### config.mk
export PLATFORM = sky130hd
export DESIGN_NAME = ccrb_top
export DESIGN_NICKNAME = d
export VERILOG_FILES = /design/src/design/ccrb_pkg.sv /design/src/design/ccrb_top.sv
export SDC_FILE = /design/constraint.sdc
export NUM_CORES = 1
export LEC_CHECK = 0
export CAP_MARGIN = 5
export CORE_MARGIN = 2
export CORE_UTILIZATION = 59
export DETAILED_ROUTE_END_ITERATION = 6
export DONT_BUFFER_PORTS = 1
export GPL_ROUTABILITY_DRIVEN = 1
export PLACE_DENSITY = 0.85
export SYNTH_ARGS = -nofsm -noshare
export SYNTH_HDL_FRONTEND = slang
export SYNTH_SLANG_ARGS = --single-unit
export TNS_END_PERCENT = 50
### constraint.sdc
create_clock -name i_clk -period 71.5 [get_ports i_clk]
set_input_delay 3.575 -clock i_clk [delete_from_list [all_inputs] [get_ports i_clk]]
set_output_delay 3.575 -clock i_clk [all_outputs]
set_load 0.05 [all_outputs]
### src/design/ccrb_pkg.sv
package ccrb_pkg;
  // Command codes
  localparam logic [7:0]  CMD_HEAT_START  = 8'h10;
  localparam logic [7:0]  CMD_HEAT_STOP   = 8'h11;
  localparam logic [7:0]  CMD_SYS_CFG     = 8'h14;
  localparam logic [7:0]  CMD_IIN_CAP     = 8'h15;
  localparam logic [7:0]  CMD_UV_CODE     = 8'h16;
  localparam logic [7:0]  CMD_STORE_KEY   = 8'h19;
  localparam logic [7:0]  CMD_UV_ACTIVE   = 8'h3f;
  // Reset values
  localparam logic [15:0] RST_HEAT_START  = 16'h45e9;
  localparam logic [15:0] RST_HEAT_STOP   = 16'h46d2;
  localparam logic [5:0]  RST_SYS_CFG     = 6'h00;
  localparam logic [5:0]  RST_IIN_CAP     = 6'h3f;
  localparam logic [7:0]  RST_UV_CODE     = 8'h1f;
  localparam logic [15:0] RST_STORE_KEY   = 16'h0000;
  localparam logic [15:0] STORE_ARM_KEY   = 16'h534d;
  // Configuration bit positions
  localparam int CFG_SUSPEND   = 5;
  localparam int CFG_RUN_BSR   = 4;
  localparam int CFG_TEL_FAST  = 3;
  localparam int CFG_FORCE_TEL = 2;
  localparam int CFG_MPPT_EN   = 1;
  localparam logic [5:0]  CFG_WR_MASK     = 6'h3e;
  // Charge code full scale
  localparam logic [4:0]  CODE_FULL       = 5'h1f;
  // Timing
  localparam int CLK_HZ        = 40_000_000;
  localparam int TEL_FAST_MS   = 11;
  localparam int TEL_SLOW_S    = 5;
  localparam int TEL_FAST_CYC  = TEL_FAST_MS * (CLK_HZ / 1000);
  localparam int TEL_SLOW_CYC  = TEL_SLOW_S * CLK_HZ;
endpackage

### src/design/ccrb_top.sv
`timescale 1ns/100ps
// What this block does
// Signed upper heat limit, reset 18130; charge cap slopes 31 down to 0.
// Signed lower heat limit, reset 17897; thermal capping starts here.
// Configuration bit 5 halts battery charging; host sets it with care.
// Config bit 4 measures series resistance, now or at next charge.
// Config bit 3 forces fast telemetry; clear allows slow rate idle.
// Config bit 2 keeps telemetry running always, even on battery only.
// Config bit 1 enables power-point tracking of the undervoltage code.
// Hold 6-bit input current cap code, reset 63.
// Input current limit only cuts charge current, never the load path.
// Hold 8-bit input droop code, reset 31; droop reduces charge current.
// Tracker code overrides written code while on; active code readable.
// Writing key 21325 to storage mode register arms it; resets to zero.
// Armed storage mode enters once input supply is below about 1V.
// Charge code follows setting unless thermal or algorithm override.
// Registers are 16-bit words by command code; unused bits read zero.
module ccrb_top
  import ccrb_pkg::*;
#(
  parameter int TEL_FAST_CYCLES = TEL_FAST_CYC,
  parameter int TEL_SLOW_CYCLES = TEL_SLOW_CYC
) (
  input  wire logic        i_clk,
  input  wire logic        i_sys_rst,
  input  wire logic [7:0]  i_cmd_code,
  input  wire logic        i_wr_word,
  input  wire logic [15:0] i_wr_data,
  input  wire logic        i_rd_word,
  output logic             o_rd_valid,
  output logic      [15:0] o_rd_data,
  input  wire logic [15:0] i_die_temp,
  input  wire logic [4:0]  i_charge_current_setting,
  input  wire logic        i_temp_algo_active,
  input  wire logic [4:0]  i_temp_algo_code,
  input  wire logic        i_charge_running,
  input  wire logic        i_charge_start,
  input  wire logic [15:0] i_input_power,
  input  wire logic        i_input_present,
  input  wire logic        i_iin_over_pin,
  input  wire logic        i_vin_droop_pin,
  input  wire logic        i_vin_below_1v_pin,
  output logic      [4:0]  o_charge_current_code,
  output logic             o_thermal_reg_active,
  output logic             o_charge_suspend,
  output logic             o_bsr_start,
  output logic             o_telemetry_on,
  output logic             o_telemetry_tick,
  output logic      [5:0]  o_input_current_cap_code,
  output logic             o_iin_limit_active,
  output logic      [7:0]  o_uv_code_active,
  output logic             o_uv_limit_active,
  output logic             o_storage_armed,
  output logic             o_storage_enter
);

  if (TEL_FAST_CYCLES < 2 ||
      TEL_SLOW_CYCLES < TEL_FAST_CYCLES) begin : g_bad_tel
    $error("telemetry periods out of range");
  end

  // ==========================================================
  // Registers
  logic [15:0] heat_limit_start_point;
  logic [15:0] heat_limit_stop_point;
  logic [5:0]  system_configuration;
  logic [5:0]  input_current_cap_code;
  logic [7:0]  supply_droop_threshold_code;
  logic [15:0] storage_mode_key;

  always_ff @(posedge i_clk or posedge i_sys_rst) begin
    if (i_sys_rst) begin
      heat_limit_start_point      <= RST_HEAT_START;
      heat_limit_stop_point       <= RST_HEAT_STOP;
      system_configuration        <= RST_SYS_CFG;
      input_current_cap_code      <= RST_IIN_CAP;
      supply_droop_threshold_code <= RST_UV_CODE;
      storage_mode_key            <= RST_STORE_KEY;
    end else if (i_wr_word) begin
      case (i_cmd_code)
        CMD_HEAT_START: heat_limit_start_point <= i_wr_data;
        CMD_HEAT_STOP:  heat_limit_stop_point  <= i_wr_data;
        CMD_SYS_CFG:
          system_configuration <= i_wr_data[5:0] & CFG_WR_MASK;
        CMD_IIN_CAP:    input_current_cap_code <= i_wr_data[5:0];
        CMD_UV_CODE:
          supply_droop_threshold_code <= i_wr_data[7:0];
        CMD_STORE_KEY:  storage_mode_key <= i_wr_data;
        default: ;
      endcase
    end
  end

  // ==========================================================
  // Read port
  logic [7:0] uv_code_track;
  logic       mppt_en;

  assign mppt_en          = system_configuration[CFG_MPPT_EN];
  assign o_uv_code_active = mppt_en ? uv_code_track
                                    : supply_droop_threshold_code;

  always_ff @(posedge i_clk or posedge i_sys_rst) begin
    if (i_sys_rst) begin
      o_rd_valid <= 1'b0;
      o_rd_data  <= 16'h0000;
    end else begin
      o_rd_valid <= i_rd_word;
      if (i_rd_word) begin
        case (i_cmd_code)
          CMD_HEAT_START: o_rd_data <= heat_limit_start_point;
          CMD_HEAT_STOP:  o_rd_data <= heat_limit_stop_point;
          CMD_SYS_CFG:    o_rd_data <= {10'h000, system_configuration};
          CMD_IIN_CAP:    o_rd_data <= {10'h000, input_current_cap_code};
          CMD_UV_CODE:
            o_rd_data <= {8'h00, supply_droop_threshold_code};
          CMD_STORE_KEY:  o_rd_data <= storage_mode_key;
          CMD_UV_ACTIVE:  o_rd_data <= {8'h00, o_uv_code_active};
          default:        o_rd_data <= 16'h0000;
        endcase
      end
    end
  end

  // ==========================================================
  // Pin synchronisers
  // Analog comparators are asynchronous; a change counts once
  // the second and third stages agree.
  localparam int NPIN = 3;
  logic [NPIN-1:0] pin_s1;
  logic [NPIN-1:0] pin_s2;
  logic [NPIN-1:0] pin_s3;
  logic [NPIN-1:0] pin_q;

  always_ff @(posedge i_clk or posedge i_sys_rst) begin
    if (i_sys_rst) begin
      pin_s1 <= '0;
      pin_s2 <= '0;
      pin_s3 <= '0;
      pin_q  <= '0;
    end else begin
      pin_s1 <= {i_vin_below_1v_pin, i_vin_droop_pin, i_iin_over_pin};
      pin_s2 <= pin_s1;
      pin_s3 <= pin_s2;
      for (int k = 0; k < NPIN; k++) begin
        if (pin_s2[k] == pin_s3[k]) begin
          pin_q[k] <= pin_s3[k];
        end
      end
    end
  end

  // ==========================================================
  // Charge current code
  function automatic logic [4:0] heat_cap(input logic [15:0] temp,
                                          input logic [15:0] lo,
                                          input logic [15:0] hi);
    logic signed [23:0] t;
    logic signed [23:0] l;
    logic signed [23:0] h;
    logic signed [23:0] q;
    t = 24'(signed'(temp));
    l = 24'(signed'(lo));
    h = 24'(signed'(hi));
    q = 24'sd0;
    if (t >= h) begin
      heat_cap = 5'h00;
    end else if (t <= l) begin
      heat_cap = CODE_FULL;
    end else begin
      q = ((h - t) * 24'sd31) / (h - l);
      heat_cap = q[4:0];
    end
  endfunction

  logic [4:0] thermal_cap;
  logic [4:0] base_code;
  logic       input_loop_cut;

  assign thermal_cap = heat_cap(i_die_temp, heat_limit_start_point,
                                heat_limit_stop_point);
  assign base_code   = i_temp_algo_active ? i_temp_algo_code
                                          : i_charge_current_setting;
  // Input loops act on charge current only; load path is untouched
  assign input_loop_cut = o_iin_limit_active | o_uv_limit_active;

  always_ff @(posedge i_clk or posedge i_sys_rst) begin
    if (i_sys_rst) begin
      o_charge_current_code <= 5'h00;
      o_thermal_reg_active  <= 1'b0;
    end else begin
      o_thermal_reg_active <= thermal_cap < base_code;
      if (input_loop_cut || o_charge_suspend) begin
        o_charge_current_code <= 5'h00;
      end else if (thermal_cap < base_code) begin
        o_charge_current_code <= thermal_cap;
      end else begin
        o_charge_current_code <= base_code;
      end
    end
  end

  assign o_charge_suspend         = system_configuration[CFG_SUSPEND];
  assign o_input_current_cap_code = input_current_cap_code;
  assign o_iin_limit_active       = pin_q[0];
  assign o_uv_limit_active        = pin_q[1];

  // ==========================================================
  // Series-resistance measurement
  logic bsr_pending;
  logic bsr_bit_d;

  always_ff @(posedge i_clk or posedge i_sys_rst) begin
    if (i_sys_rst) begin
      bsr_pending <= 1'b0;
      bsr_bit_d   <= 1'b0;
      o_bsr_start <= 1'b0;
    end else begin
      bsr_bit_d   <= system_configuration[CFG_RUN_BSR];
      o_bsr_start <= 1'b0;
      if (bsr_pending && (i_charge_running || i_charge_start)) begin
        o_bsr_start <= 1'b1;
        bsr_pending <= 1'b0;
      end
      // A new request in the same cycle wins over the clear
      if (system_configuration[CFG_RUN_BSR] && !bsr_bit_d) begin
        bsr_pending <= 1'b1;
      end
    end
  end

  // ==========================================================
  // Telemetry pacing
  logic        tel_fast;
  logic [31:0] tel_count;
  logic [31:0] tel_period;

  assign o_telemetry_on = system_configuration[CFG_FORCE_TEL]
                        | i_input_present | i_charge_running;
  assign tel_fast   = system_configuration[CFG_TEL_FAST]
                    | i_charge_running;
  assign tel_period = tel_fast ? 32'(TEL_FAST_CYCLES)
                               : 32'(TEL_SLOW_CYCLES);

  always_ff @(posedge i_clk or posedge i_sys_rst) begin
    if (i_sys_rst) begin
      tel_count        <= 32'h0000_0000;
      o_telemetry_tick <= 1'b0;
    end else begin
      o_telemetry_tick <= 1'b0;
      if (!o_telemetry_on) begin
        tel_count <= 32'h0000_0000;
      end else if (tel_count >= tel_period - 32'h0000_0001) begin
        tel_count        <= 32'h0000_0000;
        o_telemetry_tick <= 1'b1;
      end else begin
        tel_count <= tel_count + 32'h0000_0001;
      end
    end
  end

  // ==========================================================
  // Power-point tracker: perturb and observe, one step per
  // telemetry sample. Starts from the written code when enabled.
  logic        mppt_d;
  logic        track_up;
  logic [15:0] last_power;

  always_ff @(posedge i_clk or posedge i_sys_rst) begin
    if (i_sys_rst) begin
      mppt_d        <= 1'b0;
      track_up      <= 1'b1;
      last_power    <= 16'h0000;
      uv_code_track <= RST_UV_CODE;
    end else begin
      mppt_d <= mppt_en;
      if (mppt_en && !mppt_d) begin
        uv_code_track <= supply_droop_threshold_code;
        last_power    <= 16'h0000;
        track_up      <= 1'b1;
      end else if (mppt_en && o_telemetry_tick) begin
        last_power <= i_input_power;
        if ((i_input_power < last_power) ^ track_up) begin
          track_up <= 1'b1;
          if (uv_code_track != 8'hff) begin
            uv_code_track <= uv_code_track + 8'h01;
          end
        end else begin
          track_up <= 1'b0;
          if (uv_code_track != 8'h00) begin
            uv_code_track <= uv_code_track - 8'h01;
          end
        end
      end
    end
  end

  // ==========================================================
  // Storage mode
  assign o_storage_armed = storage_mode_key == STORE_ARM_KEY;

  // Latched: once entered, only reset leaves it
  always_ff @(posedge i_clk or posedge i_sys_rst) begin
    if (i_sys_rst) begin
      o_storage_enter <= 1'b0;
    end else if (o_storage_armed && pin_q[2]) begin
      o_storage_enter <= 1'b1;
    end
  end

endmodule

==> results of run 1 <==
flip-flops by register name, indices dropped and copies added, names as in the netlist, 6 cells and up:
signal / cells
heat_limit_start_point: 16
supply_droop_threshold_code: 8
heat_limit_stop_point: 16
o_rd_data: 16
storage_mode_key: 16
o_input_current_cap_code: 6
last_power: 16
uv_code_track: 8
tel_count: 32
through the flow:
| step | hold slack, ns | setup WS, ns | instance area (um2) | std cells |
|---|---|---|---|---|
| floorplan | 0.331 | 11.19 | 29900 | 3840 |
| global placement | 0.334 | 3.94 | 30700 | 4441 |
| detailed placement | 0.341 | 1.72 | 30700 | 4441 |
| CTS | 0.356 | 1.96 | 31300 | 4473 |
| global route | 0.359 | -0.119 | 31600 | 4483 |
| finish | 0.353 | 4.22 | 31600 | 4483 |
layer usage:
metal / part of all wire [%] / up-vias
met5: 0 / -
met4: 5.0 / 0
met3: 11 / 331
met2: 44 / 1529
met1: 41 / 13957
li1: - / 14053
cells in the mapped netlist (all sizes together), types with 10 or more instances:
cell,number,area share (%)
a2111oi,15,0.47
a211o,18,0.53
a211oi,38,1.1
a21boi,13,0.33
a21o,118,3.0
a21oi,264,4.5
a22o,24,0.70
a22oi,15,0.39
a31oi,68,1.4
a32oi,11,0.35
and2,21,0.44
and3,35,0.73
buf,40,0.68
clkbuf,68,0.86
dfrtp,133,11
dfstp,32,2.8
fa,42,2.8
ha,437,18
inv,254,3.2
mux2,117,4.4
mux2i,42,1.4
nand2,301,3.8
nand2b,35,0.73
nand3,92,1.6
nand4,49,1.0
nor2,336,4.2
nor2b,39,0.82
nor3,145,2.5
nor3b,10,0.25
nor4,27,0.65
o211ai,30,0.77
o21a,121,3.1
o21ai,200,3.4
o21bai,23,0.59
o22ai,11,0.23
o31a,13,0.39
o31ai,35,0.98
or2,31,0.65
or3,54,1.1
or4,11,0.28
xnor2,150,4.4
xor2,111,3.3
logic make-up after synthesis:
kind of cell	count (synthesis)
XOR/XNOR	262
flip-flops	165
AND/OR/NAND/NOR	1226
adder cells (fa/ha/maj)	482
AO/OA/AOI/OAI	1150
multiplexers	159
other	2
buffers and inverters	364
path summary, 6_finish.rpt:
check / from / endpoint / slack (ns) / depth (start not counted)
worst max-delay path: i_die_temp[0] / o_charge_current_code[0]$_DFF_PP0_ / 4.22 / 273
worst min-delay path: pin_s1[2]$_DFF_PP0_ / pin_s2[2]$_DFF_PP0_ / 0.35 / 0
worst max register to register: heat_limit_stop_point[0]$_DFFE_PP0P_ / o_charge_current_code[0]$_DFF_PP0_ / 6.82 / 274
worst min register to register: pin_s1[2]$_DFF_PP0_ / pin_s2[2]$_DFF_PP0_ / 0.35 / 0
max in group asynchronous: i_sys_rst / heat_limit_stop_point[8]$_DFFE_PP0P_ / 66.88 / 2
min in group asynchronous: i_sys_rst / pin_s1[2]$_DFF_PP0_ / 3.15 / 1
layout make-up:
cell class	count	area (um2)	area share, %
Antenna cell	1	2.50	0.00793
Clock buffer	22	464	1.47
Clock inverter	10	124	0.392
Inverter	256	970	3.07
Multi-Input combinational cell	3311	24600	78.1
Sequential cell	165	4170	13.2
Tap cell	672	841	2.66
Timing Repair Buffer	46	358	1.13
timing repair:
item	in CTS	in global routing
setup buffers	0	9
resized for setup	0	47
endpoints found under the setup margin	0	6
critical path: cells and delay by family:
family	cells	cell delay, ns
simple gates	47	9.67
mux	8	2.58
fa+ha+maj	31	10.38
buf+inv	19	3.23
xor+xnor	2	0.44
compound gates	166	37.55
==> results.sh, run 1 <==
export IMPL_status="complete, but fails checks"
export IMPL_violations="design-rule violations"
export IMPL_antenna_found_initial=1
export IMPL_layout_nets=4353
export IMPL_core_rowCount=82
export IMPL_fin_crit_ns=67.28
export IMPL_via_per_inst=6.66
export IMPL_dieWidth_um=229
export IMPL_avgRoutedWirePerCell_um=20.4
export IMPL_slew_headroom_pct=15.8
export IMPL_grtUsageTotal_pct=34.0
export IMPL_synth_async_reset_ratio_pct=100
export IMPL_place_congestion=1.08
export IMPL_period_share_pct=94.1
export IMPL_crit_type="primary input to flop"
export IMPL_grt_pass1_vias=28446
export IMPL_cp_slowest_cell="o311ai_1"
export IMPL_crit_fanout=33
export IMPL_synthSimpleGateAreaFrac_pct=20.0
export IMPL_routed_wl_um=91400
export IMPL_syn_avg_cell_area_um2=7.83
export IMPL_synth_ff_type="dfrtp_1"
export IMPL_synth_edf_count=0
export IMPL_synth_warnings=0
export IMPL_coreArea_um2=50100
export IMPL_clk_path_buf_depth=2
export IMPL_finalSetupViolCount=0
export IMPL_cp_start_kind="primary input"
export IMPL_synth_seq_area_share_pct=14.0
export IMPL_synth_top_family_by_area="compound AO/OA/AOI/OAI gates"
export IMPL_dieHeight_um=229
export IMPL_numCtsBuffers=17
export IMPL_final_common_cell="ha_1"
export IMPL_cp_end_kind="flop"
export IMPL_drc=6
export IMPL_critPathMaxStageDelay_ns=0.65
export IMPL_slew_viol_final=0
export IMPL_worst_pin_slew_ns=1.25
export IMPL_clk_latency_ns=0.44
export IMPL_grt_overflow_total=0
export IMPL_final_cell_mix="ha_1 (437), nor2_1 (334), nand2_1 (300), a21oi_1 (258), inv_1 (252)"
export IMPL_cts_tree="built"
export IMPL_synth_xor_area_share_pct=7.77
export IMPL_hold_viol=0
export IMPL_use_met3_pct=7.45
export IMPL_synth_cell_types=116
export IMPL_fin_setup_tns_ns=0
export IMPL_holdCritPathClass="flop to flop"
export IMPL_clock_sinks=165
export IMPL_die_area_um2=52400
export IMPL_io_buffers=0
export IMPL_syn2layout_area_growth_pct=5.87
export IMPL_crit_path_frequent_cell="o21a_1"
export IMPL_clockRootBuffer="clkbuf_16"
export IMPL_ys_ff_latch=165
export IMPL_cp_arrival_ns=67.62
export IMPL_ant_nets=0
export IMPL_grt_first_pass_wirelength_um=147000
export IMPL_layout_drive_gt1_share_pct=9.34
export IMPL_fin_skew_ns=0.0111
export IMPL_synth_cell_area_um2=29800
export IMPL_grt_max_degree=88
export IMPL_fillers=4317
export IMPL_htreeDepth=4
export IMPL_synthMuxAreaShare_pct=5.83
export IMPL_cts_hold_buf=0
export IMPL_grt_busiest_layer="met2"
export IMPL_cp_required_ns=71.84
export IMPL_vias=29870
export IMPL_gr_usage_met2_pct=54.4
export IMPL_synth_compound_area_share_pct=26.4
export IMPL_final_util_pct=63.1
export IMPL_initial_core_util_pct=59.6
export IMPL_drt_iter0_markers=3335
export IMPL_drt_pass1_iterations=7
export IMPL_maxCapViolCount=0
export IMPL_dpl_hpwl_um=71700
export IMPL_synth_fa_ha_area_share_pct=21.3
export IMPL_io_pins=122
export IMPL_clk_pin_slew_ns=0.06
export IMPL_gr_usage_met1_pct=44.0
export IMPL_synthCells=3810
export IMPL_fmax_mhz=14.9
Power of run 1 is not shown: default switching activity piles up to over one toggle a cycle in this logic, so the estimate is an artifact.
==> inputs of run 2 (changes only) <==
CORE_ASPECT_RATIO = 0.7   (was default)
==> run 2 against run 1 <==
The run still ends with design-rule violations left; final area hardly changed; register-to-register slack got worse by 0.08 ns; global-route usage grew 1.1 points; die area hardly changed; critical endpoint unchanged; sequential cell count did not move; utilization rose by 0.60 points.
==> results.sh, run 2 (synthesis gave the netlist of run 1 again) <==
export IMPL_htreeDepth=4
export IMPL_crit_type="primary input to flop"
export IMPL_period_share_pct=94.2
export IMPL_largest_reg_flops=32
export IMPL_crit_buf_inv=16
export IMPL_routed_wl_um=94300
export IMPL_holdCritPathClass="flop to flop"
export IMPL_fin_crit_ns=67.38
export IMPL_cts_hold_buf=0
export IMPL_cp_slowest_cell="or4_1"
export IMPL_io_buffers=0
export IMPL_avgRoutedWirePerCell_um=21.1
export IMPL_slew_headroom_pct=18.8
export IMPL_cp_end_kind="flop"
export IMPL_fin_setup_tns_ns=0
export IMPL_crit_fanout=33
export IMPL_numCtsBuffers=17
export IMPL_drc=1
export IMPL_via_per_inst=6.72
export IMPL_cp_required_ns=71.85
export IMPL_critPathMaxStageDelay_ns=0.60
export IMPL_drt_pass1_iterations=7
export IMPL_violations="design-rule violations"
export IMPL_maxCapViolCount=0
export IMPL_place_congestion=1.04
export IMPL_ant_nets=0
export IMPL_layout_nets=4358
export IMPL_cts_tree="built"
export IMPL_final_util_pct=63.7
export IMPL_grt_first_pass_wirelength_um=148000
export IMPL_final_cell_mix="ha_1 (437), nor2_1 (335), nand2_1 (300), a21oi_1 (257), inv_1 (252)"
export IMPL_largest_register="tel_count"
export IMPL_drt_iter0_markers=4239
export IMPL_vias=30099
export IMPL_grtUsageTotal_pct=35.1
export IMPL_fmax_mhz=14.8
export IMPL_slew_viol_final=0
export IMPL_syn2layout_area_growth_pct=5.89
export IMPL_antennaDiodeCount=0
export IMPL_hold_viol=0
export IMPL_worst_pin_slew_ns=1.19
export IMPL_die_area_um2=52400
export IMPL_layout_drive_gt1_share_pct=9.28
export IMPL_initial_core_util_pct=60.1
export IMPL_cp_start_kind="primary input"
export IMPL_grt_overflow_total=0
export IMPL_clockRootBuffer="clkbuf_16"
export IMPL_clk_pin_slew_ns=0.06
export IMPL_cp_arrival_ns=67.73
export IMPL_coreArea_um2=49600
export IMPL_grt_max_degree=95
export IMPL_crit_family="compound AO/OA/AOI/OAI gates"
export IMPL_finalSetupViolCount=0
export IMPL_status="complete, but fails checks"
export IMPL_fin_skew_ns=0.00996
export IMPL_final_common_cell="ha_1"
export IMPL_dpl_hpwl_um=73800
export IMPL_crit_path_frequent_cell="o21a_1"
export IMPL_antenna_found_initial=0
export IMPL_dieHeight_um=192
export IMPL_io_pins=122
export IMPL_grt_pass1_vias=27390
export IMPL_core_rowCount=68
export IMPL_clk_path_buf_depth=2
export IMPL_clock_sinks=165
export IMPL_dieWidth_um=273
export IMPL_clk_latency_ns=0.44
[run 2: what timing repair did]
item	CTS	global route
setup endpoints to repair	0	6
buffers inserted	0	14
gates resized for setup	0	37
[run 2: layout make-up]
type / count / area (um2)
clock buffer: 20 / 437
clock inverter: 12 / 123
fill: 4286 / 18000
inverter: 256 / 970
multi-input combinational: 3311 / 24600
sequential: 165 / 4170
tap: 665 / 832
timing repair buffer: 51 / 408
[run 2: path summary, 6_finish.rpt]
| kind | to | from | depth (start not counted) | slack, ns |
|---|---|---|---|---|
| max | o_charge_current_code[0]$_DFF_PP0_ | i_die_temp[2] | 279 | 4.12 |
| min | pin_s2[2]$_DFF_PP0_ | pin_s1[2]$_DFF_PP0_ | 0 | 0.35 |
| max reg2reg | o_charge_current_code[0]$_DFF_PP0_ | heat_limit_stop_point[2]$_DFFE_PP0P_ | 278 | 6.74 |
| min reg2reg | pin_s2[2]$_DFF_PP0_ | pin_s1[2]$_DFF_PP0_ | 0 | 0.35 |
| max in group asynchronous | pin_q[2]$_DFFE_PP0N_ | i_sys_rst | 2 | 66.94 |
| min in group asynchronous | mppt_d$_DFF_PP0_ | i_sys_rst | 1 | 3.17 |
[run 2: metrics by stage]
step | hold slack [ns] | setup WS (ns) | cell area, um2 | cells
floorplan | 0.331 | 11.19 | 29900 | 3840
global placement | 0.332 | 3.97 | 30700 | 4434
detailed placement | 0.339 | 1.96 | 30700 | 4434
CTS | 0.354 | 2.14 | 31300 | 4466
global route | 0.355 | -0.130 | 31600 | 4480
finish | 0.352 | 4.12 | 31600 | 4480
[run 2: metal layers]
| metal | track usage, % | up-vias | wire length, um |
|---|---|---|---|
| li1 | - | 14052 | - |
| met5 | 0 | - | 26 |
| met4 | 7.54 | 2 | 2020 |
| met2 | 51.1 | 1801 | 38300 |
| met1 | 51.7 | 14044 | 41700 |
| met3 | 9.05 | 200 | 12400 |
Power of run 2 is left out for the same reason.
